--- src/rx_line_pkg.sv ---
// Constants shared by the receive bipolar line decoder
package rx_line_pkg;
  localparam int ADDR_W = 8;
  localparam int DATA_W = 16;
  localparam logic [7:0] OFF_CTRL = 8'h90;
  localparam logic [7:0] OFF_STAT = 8'h94;
  localparam logic [7:0] OFF_LATCH = 8'h96;
  localparam logic [7:0] OFF_IE = 8'h98;
  localparam logic [7:0] OFF_VCNT = 8'h9C;
  localparam logic [7:0] OFF_XCNT = 8'h9E;
  localparam int CTRL_ZS_DIS = 0;
  localparam int CTRL_DEC_FMT = 1;
  localparam int CTRL_ERR_FMT = 2;
  localparam int CTRL_E3_SEL = 3;
  localparam int CTRL_HDB3 = 8;
  localparam logic [15:0] CTRL_MASK = 16'h010F;
  localparam logic [15:0] CTRL_RESET = 16'h0000;
  localparam logic [15:0] IE_RESET = 16'h0000;
  localparam logic [15:0] CNT_RESET = 16'h0000;
  localparam int STAT_LOST = 0;
  localparam int STAT_VNZ = 1;
  localparam int STAT_XNZ = 3;
  localparam int LAT_LOST = 0;
  localparam int LAT_VCNT = 1;
  localparam int LAT_VEVT = 2;
  localparam int LAT_XCNT = 3;
  localparam int LAT_XEVT = 4;
  localparam int LAT_SIG = 5;
  localparam int LAT_W = 6;
  localparam logic [5:0] LAT_RESET = 6'h00;
  localparam logic [2:0] SIG_ZEROS_B3ZS = 3'h1;
  localparam logic [2:0] SIG_ZEROS_HDB3 = 3'h2;
  localparam logic [2:0] XZ_RUN_B3ZS = 3'h3;
  localparam logic [2:0] XZ_RUN_HDB3 = 3'h4;
  localparam int LOST_ZEROS_DEFAULT = 32;
endpackage

--- src/bipolar_receive_line_decoder.sv ---
// Receive bipolar line decoder with violation, zero and signal-lost monitoring
//
// Local design decision: the address-and-strobe port.
module bipolar_receive_line_decoder
  import rx_line_pkg::*;
#(
  parameter int LOST_ZEROS = LOST_ZEROS_DEFAULT,
  parameter int LOST_W = 8
)
(
  input wire logic clock_in,
  input wire logic rstn_in,
  input wire logic rail_pos_in,
  input wire logic rail_neg_in,
  input wire logic perf_monitor_update_in,
  input wire logic port_interrupt_enable_field_in,
  input wire logic [ADDR_W-1:0] addr_in,
  input wire logic [DATA_W-1:0] wr_data_in,
  input wire logic wr_strobe_in,
  input wire logic rd_strobe_in,
  output logic [DATA_W-1:0] rd_data_out,
  output logic decoded_data_out,
  output logic port_irq_out
);

  localparam logic [LOST_W-1:0] LOST_LIMIT = LOST_W'(LOST_ZEROS);

  function automatic logic sig_match(input logic [2:0] zrun, input logic hdb3,
                                     input logic fmt, input logic first,
                                     input logic pol, input logic prev_pol);
    logic enough;
    enough = zrun >= (hdb3 ? SIG_ZEROS_HDB3 : SIG_ZEROS_B3ZS);
    return enough && (first || !fmt || (pol != prev_pol));
  endfunction

  function automatic logic [15:0] sat_inc(input logic [15:0] v, input logic inc);
    return (inc && v != 16'hFFFF) ? v + 16'h0001 : v;
  endfunction

  // Three-stage rail synchroniser, the first stage feeds only the second
  logic [1:0] s1_r, s2_r, s3_r, filt_r;
  logic [1:0] s1_nxt, s2_nxt, s3_nxt, filt_nxt;

  always_comb
  begin
    s1_nxt = {rail_pos_in, rail_neg_in};
    s2_nxt = s1_r;
    s3_nxt = s2_r;
  end

  // Each rail holds a mark for one slot only, so a two-stage agree filter would eat every mark
  genvar g;
  generate
    for (g = 0; g < 2; g++)
    begin : g_filt
      assign filt_nxt[g] = s3_r[g];
    end
  endgenerate

  always_ff @(posedge clock_in or negedge rstn_in)
  begin
    if (!rstn_in)
    begin
      s1_r <= 2'h0;
      s2_r <= 2'h0;
      s3_r <= 2'h0;
      filt_r <= 2'h0;
    end
    else
    begin
      s1_r <= s1_nxt;
      s2_r <= s2_nxt;
      s3_r <= s3_nxt;
      filt_r <= filt_nxt;
    end
  end

  // Registers
  logic [15:0] ctrl_r, ie_r, vacc_r, xacc_r, vcnt_r, xcnt_r;
  logic [15:0] ctrl_nxt, ie_nxt, vacc_nxt, xacc_nxt, vcnt_nxt, xcnt_nxt;
  logic [LAT_W-1:0] lat_r, lat_nxt, lat_set;
  logic zs_dis, dec_fmt, err_fmt, e3_sel, hdb3;

  assign zs_dis = ctrl_r[CTRL_ZS_DIS];
  assign dec_fmt = ctrl_r[CTRL_DEC_FMT];
  assign err_fmt = ctrl_r[CTRL_ERR_FMT];
  assign e3_sel = ctrl_r[CTRL_E3_SEL];
  assign hdb3 = ctrl_r[CTRL_HDB3];

  // Line state
  logic pulse, pol, raw_viol, line_coding_violation, err_sig, dec_sig, count_evt, xz_evt;
  logic seen_r, last_pol_r, vseen_r, vpol_r, err_first_r, err_pol_r;
  logic dec_first_r, dec_pol_r, lost_r;
  logic seen_nxt, last_pol_nxt, vseen_nxt, vpol_nxt, err_first_nxt, err_pol_nxt;
  logic dec_first_nxt, dec_pol_nxt, lost_nxt;
  logic [2:0] zrun_r, zrun_nxt;
  logic [3:0] pipe_r, pipe_nxt;
  logic [LOST_W-1:0] lost_cnt_r, lost_cnt_nxt;

  // A pulse on both rails at once is taken as a zero
  assign pulse = filt_r[1] ^ filt_r[0];
  assign pol = filt_r[1];
  assign raw_viol = pulse && seen_r && (pol == last_pol_r);
  assign line_coding_violation = raw_viol && vseen_r && (pol == vpol_r);
  assign err_sig = !zs_dis && raw_viol &&
                   sig_match(zrun_r, hdb3, err_fmt, err_first_r, pol, err_pol_r);
  assign dec_sig = !zs_dis && raw_viol &&
                   sig_match(zrun_r, hdb3, dec_fmt, dec_first_r, pol, dec_pol_r);
  assign count_evt = (hdb3 && e3_sel) ? line_coding_violation : (raw_viol && !err_sig);
  assign xz_evt = !pulse &&
                  ((zrun_r + 3'h1) == (hdb3 ? XZ_RUN_HDB3 : XZ_RUN_B3ZS));

  always_comb
  begin
    seen_nxt = seen_r || pulse;
    last_pol_nxt = pulse ? pol : last_pol_r;
    vseen_nxt = vseen_r || raw_viol;
    vpol_nxt = raw_viol ? pol : vpol_r;
    err_first_nxt = err_first_r && !err_sig;
    err_pol_nxt = err_sig ? pol : err_pol_r;
    dec_first_nxt = dec_first_r && !dec_sig;
    dec_pol_nxt = dec_sig ? pol : dec_pol_r;
    zrun_nxt = pulse ? 3'h0 : ((zrun_r == 3'h7) ? zrun_r : zrun_r + 3'h1);
    // Substituted marks are still in the delay line when the violation arrives
    pipe_nxt = {pipe_r[2:0], pulse};
    if (dec_sig)
    begin
      if (hdb3)
      begin
        pipe_nxt = 4'h0;
      end
      else
      begin
        pipe_nxt[2:0] = 3'h0;
      end
    end
    if (zs_dis)
    begin
      lost_cnt_nxt = '0;
      lost_nxt = 1'b0;
    end
    else if (pulse)
    begin
      lost_cnt_nxt = '0;
      lost_nxt = 1'b0;
    end
    else
    begin
      lost_cnt_nxt = (lost_cnt_r == LOST_LIMIT) ? lost_cnt_r : lost_cnt_r + 1'b1;
      lost_nxt = lost_r || (lost_cnt_nxt == LOST_LIMIT);
    end
  end

  always_ff @(posedge clock_in or negedge rstn_in)
  begin
    if (!rstn_in)
    begin
      seen_r <= 1'b0;
      last_pol_r <= 1'b0;
      vseen_r <= 1'b0;
      vpol_r <= 1'b0;
      err_first_r <= 1'b1;
      err_pol_r <= 1'b0;
      dec_first_r <= 1'b1;
      dec_pol_r <= 1'b0;
      zrun_r <= 3'h0;
      pipe_r <= 4'h0;
      lost_cnt_r <= '0;
      lost_r <= 1'b0;
    end
    else
    begin
      seen_r <= seen_nxt;
      last_pol_r <= last_pol_nxt;
      vseen_r <= vseen_nxt;
      vpol_r <= vpol_nxt;
      err_first_r <= err_first_nxt;
      err_pol_r <= err_pol_nxt;
      dec_first_r <= dec_first_nxt;
      dec_pol_r <= dec_pol_nxt;
      zrun_r <= zrun_nxt;
      pipe_r <= pipe_nxt;
      lost_cnt_r <= lost_cnt_nxt;
      lost_r <= lost_nxt;
    end
  end

  // Register file, counters and flags
  logic wr_ctrl, wr_ie, wr_lat, perf_monitor_update;
  logic [DATA_W-1:0] rd_nxt, rd_mux;
  logic irq_nxt, dec_nxt;

  assign perf_monitor_update = perf_monitor_update_in;
  assign wr_ctrl = wr_strobe_in && (addr_in == OFF_CTRL);
  assign wr_ie = wr_strobe_in && (addr_in == OFF_IE);
  assign wr_lat = wr_strobe_in && (addr_in == OFF_LATCH);

  always_comb
  begin
    ctrl_nxt = wr_ctrl ? (wr_data_in & CTRL_MASK) : ctrl_r;
    ie_nxt = wr_ie ? {10'h000, wr_data_in[LAT_W-1:0]} : ie_r;
    // Copying in this cycle's event keeps it from falling between intervals
    if (perf_monitor_update)
    begin
      vcnt_nxt = sat_inc(vacc_r, count_evt);
      xcnt_nxt = sat_inc(xacc_r, xz_evt);
      vacc_nxt = 16'h0000;
      xacc_nxt = 16'h0000;
    end
    else
    begin
      vcnt_nxt = vcnt_r;
      xcnt_nxt = xcnt_r;
      vacc_nxt = sat_inc(vacc_r, count_evt);
      xacc_nxt = sat_inc(xacc_r, xz_evt);
    end
    lat_set = '0;
    lat_set[LAT_LOST] = lost_nxt != lost_r;
    lat_set[LAT_VCNT] = (vcnt_r == 16'h0000) && (vcnt_nxt != 16'h0000);
    lat_set[LAT_VEVT] = count_evt;
    lat_set[LAT_XCNT] = (xcnt_r == 16'h0000) && (xcnt_nxt != 16'h0000);
    lat_set[LAT_XEVT] = xz_evt;
    lat_set[LAT_SIG] = dec_sig;
    // A new event in the clearing cycle survives the clear
    lat_nxt = (lat_r & ~(wr_lat ? wr_data_in[LAT_W-1:0] : 6'h00)) | lat_set;
    irq_nxt = port_interrupt_enable_field_in && |(lat_r & ie_r[LAT_W-1:0]);
    dec_nxt = pipe_r[3];
    rd_mux = 16'h0000;
    if (addr_in == OFF_CTRL)
    begin
      rd_mux = ctrl_r;
    end
    else if (addr_in == OFF_STAT)
    begin
      rd_mux[STAT_LOST] = lost_r;
      rd_mux[STAT_VNZ] = vcnt_r != 16'h0000;
      rd_mux[STAT_XNZ] = xcnt_r != 16'h0000;
    end
    else if (addr_in == OFF_LATCH)
    begin
      rd_mux = {10'h000, lat_r};
    end
    else if (addr_in == OFF_IE)
    begin
      rd_mux = ie_r;
    end
    else if (addr_in == OFF_VCNT)
    begin
      rd_mux = vcnt_r;
    end
    else if (addr_in == OFF_XCNT)
    begin
      rd_mux = xcnt_r;
    end
    rd_nxt = rd_strobe_in ? rd_mux : 16'h0000;
  end

  always_ff @(posedge clock_in or negedge rstn_in)
  begin
    if (!rstn_in)
    begin
      ctrl_r <= CTRL_RESET;
      ie_r <= IE_RESET;
      vacc_r <= CNT_RESET;
      xacc_r <= CNT_RESET;
      vcnt_r <= CNT_RESET;
      xcnt_r <= CNT_RESET;
      lat_r <= LAT_RESET;
      rd_data_out <= 16'h0000;
      port_irq_out <= 1'b0;
      decoded_data_out <= 1'b0;
    end
    else
    begin
      ctrl_r <= ctrl_nxt;
      ie_r <= ie_nxt;
      vacc_r <= vacc_nxt;
      xacc_r <= xacc_nxt;
      vcnt_r <= vcnt_nxt;
      xcnt_r <= xcnt_nxt;
      lat_r <= lat_nxt;
      rd_data_out <= rd_nxt;
      port_irq_out <= irq_nxt;
      decoded_data_out <= dec_nxt;
    end
  end
endmodule

--- config.mk ---
export PLATFORM = sky130hd
export DESIGN_NAME = bipolar_receive_line_decoder
export DESIGN_NICKNAME = d
export VERILOG_FILES = /design/src/rx_line_pkg.sv /design/src/bipolar_receive_line_decoder.sv
export SDC_FILE = /design/constraint.sdc
export NUM_CORES = 1
export LEC_CHECK = 0
export BUFFER_PORTS_ARGS = -buffer_cell sky130_fd_sc_hd__buf_2
export CORE_UTILIZATION = 30
export CTS_BUF_LIST = sky130_fd_sc_hd__clkbuf_8
export DETAILED_ROUTE_END_ITERATION = 8
export GPL_ROUTABILITY_DRIVEN = 1
export GPL_TIMING_DRIVEN = 0
export PLACE_DENSITY = 0.55
export SETUP_SLACK_MARGIN = 0.02
export SLEW_MARGIN = 15
export SYNTH_ARGS = -nofsm -noshare
export SYNTH_HDL_FRONTEND = slang
export SYNTH_SLANG_ARGS = --single-unit
--- constraint.sdc ---
create_clock -name clock_in -period 3.15 [get_ports clock_in]
set_input_delay 0.1575 -clock clock_in [delete_from_list [all_inputs] [get_ports clock_in]]
set_output_delay 0.1575 -clock clock_in [all_outputs]
set_load 0.03 [all_outputs]
# Word level (Yosys, flattened, before mapping)
# Cells that the tools add are included.
[classes]
add_sub_neg = 4
n_mul = 0
n_div = 0
magnitude_cmp = 1
eq_ne = 18
n_shift = 0
n_mux = 29
n_bitwise = 5
n_reduce_logical = 42
[ops]
columns = ["cell", "n"]
rows = [
  ["$mux W16", 12],
  ["$reduce_bool A16 Y1", 4],
  ["$eq A8 B8 Y1 const B", 6],
  ["$add A16 B1 Y16 const B", 2],
  ["$logic_not A16 Y1", 2],
  ["$ne A16 B16 Y1 const B", 2],
  ["$mux W8", 3],
  ["$logic_and A1 B1 Y1", 22],
  ["$eq A8 B6 Y1 const B", 2],
  ["$and A6 B6 Y6", 2],
  ["$mux W12", 1],
  ["$mux W3", 3],
  ["$add A8 B1 Y8 const B", 1],
  ["$logic_or A1 B1 Y1", 7],
  ["$logic_not A1 Y1", 6],
  ["$mux W1", 6],
  ["$mux W6", 1],
  ["$not A6 Y6", 1],
  ["$or A6 B6 Y6", 1],
  ["$reduce_or A6 Y1", 1],
  ["$mux W2", 2],
  ["$mux W4", 1],
  ["$add A3 B1 Y3 const B", 1],
  ["$eq A3 B3 Y1", 1],
  ["other kinds (6)", 9],
]
[totals]
ff_bits = 131
latchBits = 0
ramBits = 0
mem_bits_ro = 0
inputBits = 32
output_inout_bits = 18
word_cells = 125
n_memories = 0

# Depth between registers and ports, before layout
# Gate-level depths: netlist of the first run.
[depth]
word_depth = 14
ltp_mapped = 12
mapped_depth_nobuf = 10

# Least setup slack after synthesis of the first run
# No wires, ideal clock.
[synth_timing]
path_type = "reg2reg"
startpoint = "register zrun_r[0]"
endpoint = "register lat_r[3]"
setup_ps = 131
t_arrival_ps = 2954
required_ps = 3019
slack_ps = 64
stages_incl_launch_ff = 11
path_buffers = 0
period_less_slack_ps = 3086
cell_sequence = "dfrtp_1 ha_1 ha_1 or3b_4 a211o_2 a21oi_1 mux2i_1 a31oi_1 or4_1 nor3_1 a31oi_1"
[synth_via]
elab_chain_len = 9
[synth_lines]
columns = ["element", "line", "source"]
rows = [
  ["start, declared", "bipolar_receive_line_decoder.sv:96", "logic [2:0] zrun_r, zrun_nxt;"],
  ["start signal, assigned", "bipolar_receive_line_decoder.sv:181", "zrun_r <= zrun_nxt;"],
  ["$add A3 B1 Y3", "bipolar_receive_line_decoder.sv:111", "((zrun_r + 3'h1) == (hdb3 ? XZ_RUN_HDB3 : XZ_RUN_B3ZS));"],
  ["$eq A3 B3 Y1", "bipolar_receive_line_decoder.sv:111", ""],
  ["$logic_and A1 B1 Y1", "bipolar_receive_line_decoder.sv:110", "assign xz_evt = !pulse &&"],
  ["$logic_and A1 B1 Y1", "bipolar_receive_line_decoder.sv:37", "return (inc && v != 16'hFFFF) ? v + 16'h0001 : v;"],
  ["$mux W16", "--", ""],
  ["$mux W16", "bipolar_receive_line_decoder.sv:203", "if (perf_monitor_update)"],
  ["$reduce_bool A16 Y1", "bipolar_receive_line_decoder.sv:221", "lat_set[LAT_XCNT] = (xcnt_r == 16'h0000) && (xcnt_nxt != 16'h0000);"],
  ["$logic_and A1 B1 Y1", "bipolar_receive_line_decoder.sv:221", ""],
  ["$or A6 B6 Y6", "bipolar_receive_line_decoder.sv:225", "lat_nxt = (lat_r & ~(wr_lat ? wr_data_in[LAT_W-1:0] : 6'h00)) | lat_set;"],
  ["named net lat_nxt[3]", "bipolar_receive_line_decoder.sv:81", "logic [LAT_W-1:0] lat_r, lat_nxt, lat_set;"],
  ["end signal, assigned", "bipolar_receive_line_decoder.sv:281", "lat_r <= lat_nxt;"],
  ["end, declared", "bipolar_receive_line_decoder.sv:81", ""],
]
# The timed path passes the listed nets, and every way through them passes these cells.
# A chain may end at the register's enable or synchronous reset.

# Final worst setup path of the first run
[layout_timing]
startpoint = "register zrun_r[0]"
endpoint = "register lat_r[3]"
[layout_via]
elab_chain_len = 9
[layout_lines]
columns = ["element", "line", "source"]
rows = [
  ["$add A3 B1 Y3", "bipolar_receive_line_decoder.sv:111", ""],
  ["$eq A3 B3 Y1", "bipolar_receive_line_decoder.sv:111", ""],
  ["$logic_and A1 B1 Y1", "bipolar_receive_line_decoder.sv:110", ""],
  ["$logic_and A1 B1 Y1", "bipolar_receive_line_decoder.sv:37", ""],
  ["$mux W16", "--", ""],
  ["$mux W16", "bipolar_receive_line_decoder.sv:203", ""],
  ["named net xcnt_nxt[15]", "bipolar_receive_line_decoder.sv:80", "logic [15:0] ctrl_nxt, ie_nxt, vacc_nxt, xacc_nxt, vcnt_nxt, xcnt_nxt;"],
  ["$reduce_bool A16 Y1", "bipolar_receive_line_decoder.sv:221", ""],
  ["$logic_and A1 B1 Y1", "bipolar_receive_line_decoder.sv:221", ""],
  ["$or A6 B6 Y6", "bipolar_receive_line_decoder.sv:225", ""],
  ["named net lat_nxt[3]", "bipolar_receive_line_decoder.sv:81", ""],
]
# The timed path passes the listed nets, and every way through them passes these cells.

==> reports/results.tsv, run 1 <==
metric	value	unit
status	complete, but fails checks	
violations	DRC, setup timing	
cts_buffers	17	
io_pins	50	
antenna_cells	0	
nets	717	
cts_root_buf	clkbuf_8	
criticalPathCategory	reg -> reg	
r2r_end	lat_r[3]	
antenna_found_initial	0	
ff2ff_path_depth	11	
post-route-util	38.47	%
fmax	317.1	MHz
hold_end	xcnt_r[11]	
cts.path.max_buffers	2	
fin_skew	0.01126	ns
initial_utilization	30.55	%
synth_fp_nets	627	
place.detailed.hpwl	11130	um
grt_pass1_wl	25890	um
overflow	0	
r2r-start	zrun_r[0]	
layout.cells.non_filler	960	
report.final.hold_viol_count	0	
ys_seq_area_share	53.08	%
wl_per_cell	16.40	um
grt_pass1_vias	5031	
worstMarginPinSlew	0.9283	ns
layout_common_cells	128 x dfrtp_1, 92 x nor2_1, 41 x buf_2, 41 x nand2_1, 24 x a21oi_1	
holdPathStages	3	
cp_data_arrival_time	3.47	ns
synth_ff_type	dfrtp_1	
period_needed	3.154	ns
insertion_delay	0.46	ns
setup_viol	1	
regToRegSetupSlack	-0.004	ns
drt_wl_total	15740	um
drc	1	
ir_worst_vdd	0.0002682	V
synth_edf_count	0	
p_leak	3.336	nW
gp_congestion	0.8562	
hp-start	perf_monitor_update_in	
layout-area-overhead-vs-synth	25.93	%
ys_seq_elements	131	
layout_setup_ws	-0.003705	ns
drt_first_pass_iters	7	
htree_levels	4	
rows	52	
syn_area	6181	um^2
maxCapViolCount	0	
syn_avg_cell_area	10.53	um^2
num_vias	4755	
core_area	20230	um^2
portBuffers	39	
grtUsageTotal	15.63	%
ys_warn_count	0	
place_inst	897	
slew_headroom	37.55	%
layout_commonest_cell	dfrtp_1	
cp.required	3.46	ns
clk_pin_slew	0.08	ns
grt_max_degree	79	
period_share	100.1	%
dr.first_iter.drc_count	204	
drv_slew	0	
synth_cells	587	
drt-vias-per-instance	4.953	
cp-end-kind	flop	
hp-class	in -> reg	
clock_sinks	131	
power_density	504.8	nW/um^2
async_flop_share	100.0	%
die_h	145.5	um
cts_tree	done	
cp_max_fo	3	
drive_gt1_share	27.10	%
die_w	145.5	um
grt_setup_unrepaired	true	
startpoint_type	flop	
drt.antenna.violating_nets	0	
tns	-0.003705	ns
ys_types	69	
die_area	21180	um^2
metal layers:
layer  routed length, um  track usage [%]  vias to the layer above
met5                   0                0                        -
met4                 265            5.789                        0
met3                 594            3.511                       22
met2                7954            26.47                      113
met1                6926            19.48                     2360
li1                    -                -                     2260
worst max path at each step:
stage | from | end | cells past startpoint
2_1_floorplan | zrun_r[0] | lat_r[3] | 10
3_3_place_gp | ctrl_r[8] | lat_r[1] | 12
3_5_place_dp | ctrl_r[8] | lat_r[1] | 12
4_1_cts | zrun_r[0] | lat_r[3] | 11
5_1_grt | zrun_r[0] | lat_r[3] | 10
6_report | zrun_r[0] | lat_r[3] | 11
cells by family (layout without fill, tap and decap cells):
kind of cell               count (synthesis)  in the layout  share of synthesized area [%]
AOI/OAI and AO/OA                        100            100                          11.78
buffers and inverters                     34            137                          2.429
adders and majority gates                  8              8                          1.619
and+or+nand+nor                          244            244                          19.92
muxes                                     35             35                          6.093
DFF                                      131            131                          53.08
xor gates and xnor gates                  35             35                          5.081
cell usage after synthesis, types with 3 or more instances:
master    instances  area (um^2)
mux2_2           21        236.5
nor2_1           95        356.6
a21oi_1          31        155.2
and4_1            4        35.03
nand2_1          41        153.9
nor3_1           14        70.07
ha_1              8        100.1
nand2b_1          3        18.77
o31ai_1           4        30.03
nand4_1           7        43.79
buf_2             3        15.01
mux2i_1          14        140.1
or2_2             3        18.77
a21boi_0          6        45.04
xor2_1           12        105.1
and2_1            8        50.05
and3_1           10        62.56
inv_1            13        48.80
nor2b_1           8        50.05
dfrtp_1         129         3228
nand3_1          20        100.1
or4_1             5        37.54
o21ai_0           9        45.04
nor4_1           10        62.56
a31oi_1           8        50.05
a22oi_1           8        60.06
xnor2_1          22        192.7
a22o_1            7        61.31
clkbuf_1         15        56.30
flip-flops by register name (all words and copies together), names as in the netlist, 2 cells and up:
register     flops
vacc_r          16
filt_nxt         2
lat_r            6
xcnt_r          16
rd_data_out     16
pipe_r           4
xacc_r          16
lost_cnt_r       8
s1_r             2
ie_r             6
vcnt_r          16
s2_r             2
ctrl_r           5
zrun_r           3
filt_r           2
worst max-delay path: stages, from the launching register on:
cell	delay (ns)
dfrtp_1	0.42
ha_2	0.21
ha_4	0.22
or3b_4	0.40
a2111oi_4	0.45
nand4b_4	0.18
buf_4	0.19
o21ai_2	0.17
a31oi_4	0.11
or3_1	0.35
nor3_2	0.18
a31oi_1	0.14
where the power goes:
part | leakage, nW | switching (W) | internal, W
logic | 1.42 | 0.000295 | 0.000237
registers | 1.71 | 0.0000805 | 0.00178
clock network | 0.206 | 0.000723 | 0.000813
total | 3.34 | 0.00110 | 0.00283
timing repair:
| action | CTS | global route |
|---|---|---|
| hold buffers | 12 | 0 |
| setup endpoints to repair | 4 | 2 |
| resized for setup | 28 | 33 |
| endpoints found under the hold margin | 71 | 0 |
| buffers inserted | 16 | 3 |
| pin swaps | 21 | 20 |
final cells by class:
class	instances	area [um^2]
tap	270	337.8
fill	1942	12450
inverter	13	48.80
timing repair buffer	71	495.5
clock buffer	18	247.7
buffer	21	101.3
clock inverter	14	178.9
multi-input combinational	422	3092
sequential	131	3282
through the flow:
step / hold slack, ns / area (um^2) / setup WS (ns) / total power (W)
final: 0.05591 / 7784 / -0.003705 / 0.003929
after global routing: 0.04203 / 7784 / -0.1340 / 0.004097
after CTS: 0.03582 / 7570 / -0.005986 / 0.003950
after detailed placement: 0.1454 / 6748 / -0.3302 / 0.002356
after global placement: 0.2651 / 6714 / -0.2763 / 0.002337
after floorplan: -0.1381 / 6181 / 0.06447 / 0.002184
Note: power is estimated with default switching activity, not from simulation.
==> inputs of run 2 (changes only) <==
--- a/config.mk
+++ b/config.mk
@@ -11,7 +11,7 @@
 export DETAILED_ROUTE_END_ITERATION = 8
 export GPL_ROUTABILITY_DRIVEN = 1
 export GPL_TIMING_DRIVEN = 0
-export PLACE_DENSITY = 0.55
+export PLACE_DENSITY = 0.44
 export SETUP_SLACK_MARGIN = 0.02
 export SLEW_MARGIN = 15
 export SYNTH_ARGS = -nofsm -noshare
==> run 2 against run 1 <==
The run ends with setup timing left. Non-clock buffer count grew 4. Cell area shrank 0.45%. Worst hold slack lost 0.0067 ns. Largest power group unchanged. Highest routed layer unchanged.
==> reports/results.tsv, run 2 (synthesis results as in run 1) <==
metric	value	unit	change
violations	setup timing		was DRC, setup timing
nets	721		was 717
fillers	2035		was 1942
dr.first_iter.drc_count	241		was 204
cp-end-kind	flop		unchanged
drc	0		was 1
fin_worst_hold_slack	0.04917	ns	was 0.05591 ns
grt_pass1_wl	27300	um	was 25890 um
seq_area	3282	um^2	unchanged
gp_congestion	0.8214		was 0.8562
core_area	20230	um^2	unchanged
drt_first_pass_iters	5		was 7
hp-class	in -> reg		unchanged
die_w	145.5	um	unchanged
setup_viol	1		unchanged
portBuffers	39		unchanged
worstMarginPinSlew	0.7981	ns	was 0.9283 ns
die_h	145.5	um	unchanged
report.final.hold_viol_count	0		unchanged
overflow	0		unchanged
power_density	508.7	nW/um^2	was 504.8 nW/um^2
period_share	100.3	%	was 100.1%
period_needed	3.160	ns	was 3.154 ns
layout-area-overhead-vs-synth	25.36	%	was 25.93%
cp_slowest_stage_delay	0.41	ns	was 0.45 ns
cp.required	3.45	ns	was 3.46 ns
clk_pin_slew	0.08	ns	about the same
drv_slew	0		unchanged
fmax	316.5	MHz	was 317.1 MHz
cts_root_buf	clkbuf_8		unchanged
insertion_delay	0.44	ns	was 0.46 ns
antenna_cells	0		unchanged
placed_area	6751	um^2	was 6748 um^2
slew_headroom	46.60	%	was 37.55%
cp_data_arrival_time	3.46	ns	was 3.47 ns
wl_per_cell	17.33	um	was 16.40 um
antenna_found_initial	0		unchanged
slowest_stage	dfrtp_1		was a2111oi_4
cp_max_fo	4		was 3
fin_skew	0.009669	ns	was 0.01126 ns
drive_gt1_share	26.22	%	was 27.10%
drt-vias-per-instance	4.982		was 4.953
io_pins	50		unchanged
grtUsageTotal	16.72	%	was 15.63%
grt_setup_unrepaired	true		unchanged
htree_levels	4		unchanged
num_vias	4803		was 4755
layout_common_cells	128 x dfrtp_1, 93 x nor2_1, 41 x buf_2, 41 x nand2_1, 27 x a21oi_1		was 128 x dfrtp_1, 92 x nor2_1, 41 x buf_2, 41 x nand2_1, 24 x a21oi_1
drt.antenna.violating_nets	0		unchanged
status	complete, but fails checks		unchanged
initial_utilization	30.55	%	unchanged
startpoint_type	flop		unchanged
cts.path.max_buffers	2		unchanged
design_area	7749	um^2	was 7784 um^2
criticalPathCategory	reg -> reg		unchanged
die_area	21180	um^2	unchanged
rows	52		unchanged
place.detailed.hpwl	11720	um	was 11130 um
ir_worst_vdd	0.0002264	V	was 0.0002682 V
layout_commonest_cell	dfrtp_1		unchanged
p_leak	3.332	nW	was 3.336 nW
clock_sinks	131		unchanged
cts_tree	done		unchanged
grt_pass1_vias	5041		was 5031
maxCapViolCount	0		unchanged
drt_wl_total	16710	um	was 15740 um
cts_buffers	17		unchanged
crit_chain	ha_2 -> ha_4 -> or3b_4 -> a211o_4 -> a211oi_4 -> buf_4 -> nand3_1 -> xor2_2 -> a21oi_1 -> nor4_2 -> a31oi_1		was ha_2 -> ha_4 -> or3b_4 -> a2111oi_4 -> nand4b_4 -> buf_4 -> o21ai_2 -> a31oi_4 -> or3_1 -> nor3_2 -> a31oi_1
grt_max_degree	86		was 79
layout_setup_ws	-0.009933	ns	was -0.003705 ns
multi_input_area	3022	um^2	was 3092 um^2
[run 2: cell count changes in the layout (fill, tap and decap cells not counted), moves of 2 or more]
cell / previous run / this run
clkinv_4: 4 / 1
nand3_1: 17 / 19
xnor2_1: 16 / 18
buf_4: 19 / 23
inv_6: 3 / 1
xnor2_2: 6 / 4
clkinvlp_4: 3 / 5
a21oi_2: 7 / 4
a21oi_1: 24 / 27
[run 2: per-layer routing]
metal  GRT usage [%]  vias to the layer above  share of wire [%]
li1                -                     2268                  -
met1           21.82                     2451                 46
met2           27.19                       64                 49
met3           3.856                       20                3.1
met4           5.947                        0                1.7
met5               0                        -                  0
[run 2: stage by stage]
stage          util, %  setup WS [ns]   TNS [ns]  power, W  instances
6_report         38.29      -0.009933  -0.009933  0.003941        964
5_1_grt          38.29        -0.1076    -0.2057  0.004136        964
4_1_cts          37.90        0.03087          0  0.003988        960
3_5_place_dp     33.37        -0.4320    -0.7729  0.002368        897
3_3_place_gp     33.18        -0.3873    -0.6779  0.002352        896
2_1_floorplan        -        0.06447          0  0.002184        587
[run 2: cell type report]
class,instances,area share [%]
clock inverter,15,2.487
buffer,21,1.308
tap,270,4.360
timing repair buffer,75,6.846
multi-input combinational,422,39.00
inverter,13,0.6297
clock buffer,17,3.020
sequential,131,42.35
[run 2: path summary, 6_finish.rpt]
| path | cells after the start | end | start | slack, ns |
|---|---|---|---|---|
| max | 11 | lat_r[3] | zrun_r[0] | -0.01 |
| min | 2 | rd_data_out[2] | rd_strobe_in | 0.05 |
| max reg2reg | 11 | lat_r[3] | zrun_r[0] | -0.01 |
| min reg2reg | 0 | filt_r[0] | filt_nxt[0] | 0.35 |
| max in group asynchronous | 3 | vacc_r[5] | rstn_in | 2.17 |
| min in group asynchronous | 2 | lost_cnt_r[4] | rstn_in | 0.19 |
[run 2: critical path: cells and delay by family (launching register included)]
family | cells | cell delay, ns
fa+ha+maj | 2 | 0.41
xor+xnor | 1 | 0.23
buf+inv | 1 | 0.16
flops | 1 | 0.41
compound gates | 4 | 0.91
simple gates | 3 | 0.89
[run 2: what timing repair did]
action / 4_1_cts / 5_1_grt
gates cloned: 1 / 0
endpoints found under the setup margin: 5 / 2
setup buffers: 20 / 3
gates resized for setup: 45 / 6
pin swaps: 27 / 8
hold buffers: 10 / 1
hold endpoints to repair: 60 / 1
[run 2: power breakdown]
group          leakage, nW  switching (W)  internal (W)
clock network        0.207       0.000678      0.000856
logic                 1.42       0.000302      0.000243
registers             1.71      0.0000818       0.00178
total                 3.33        0.00106       0.00288
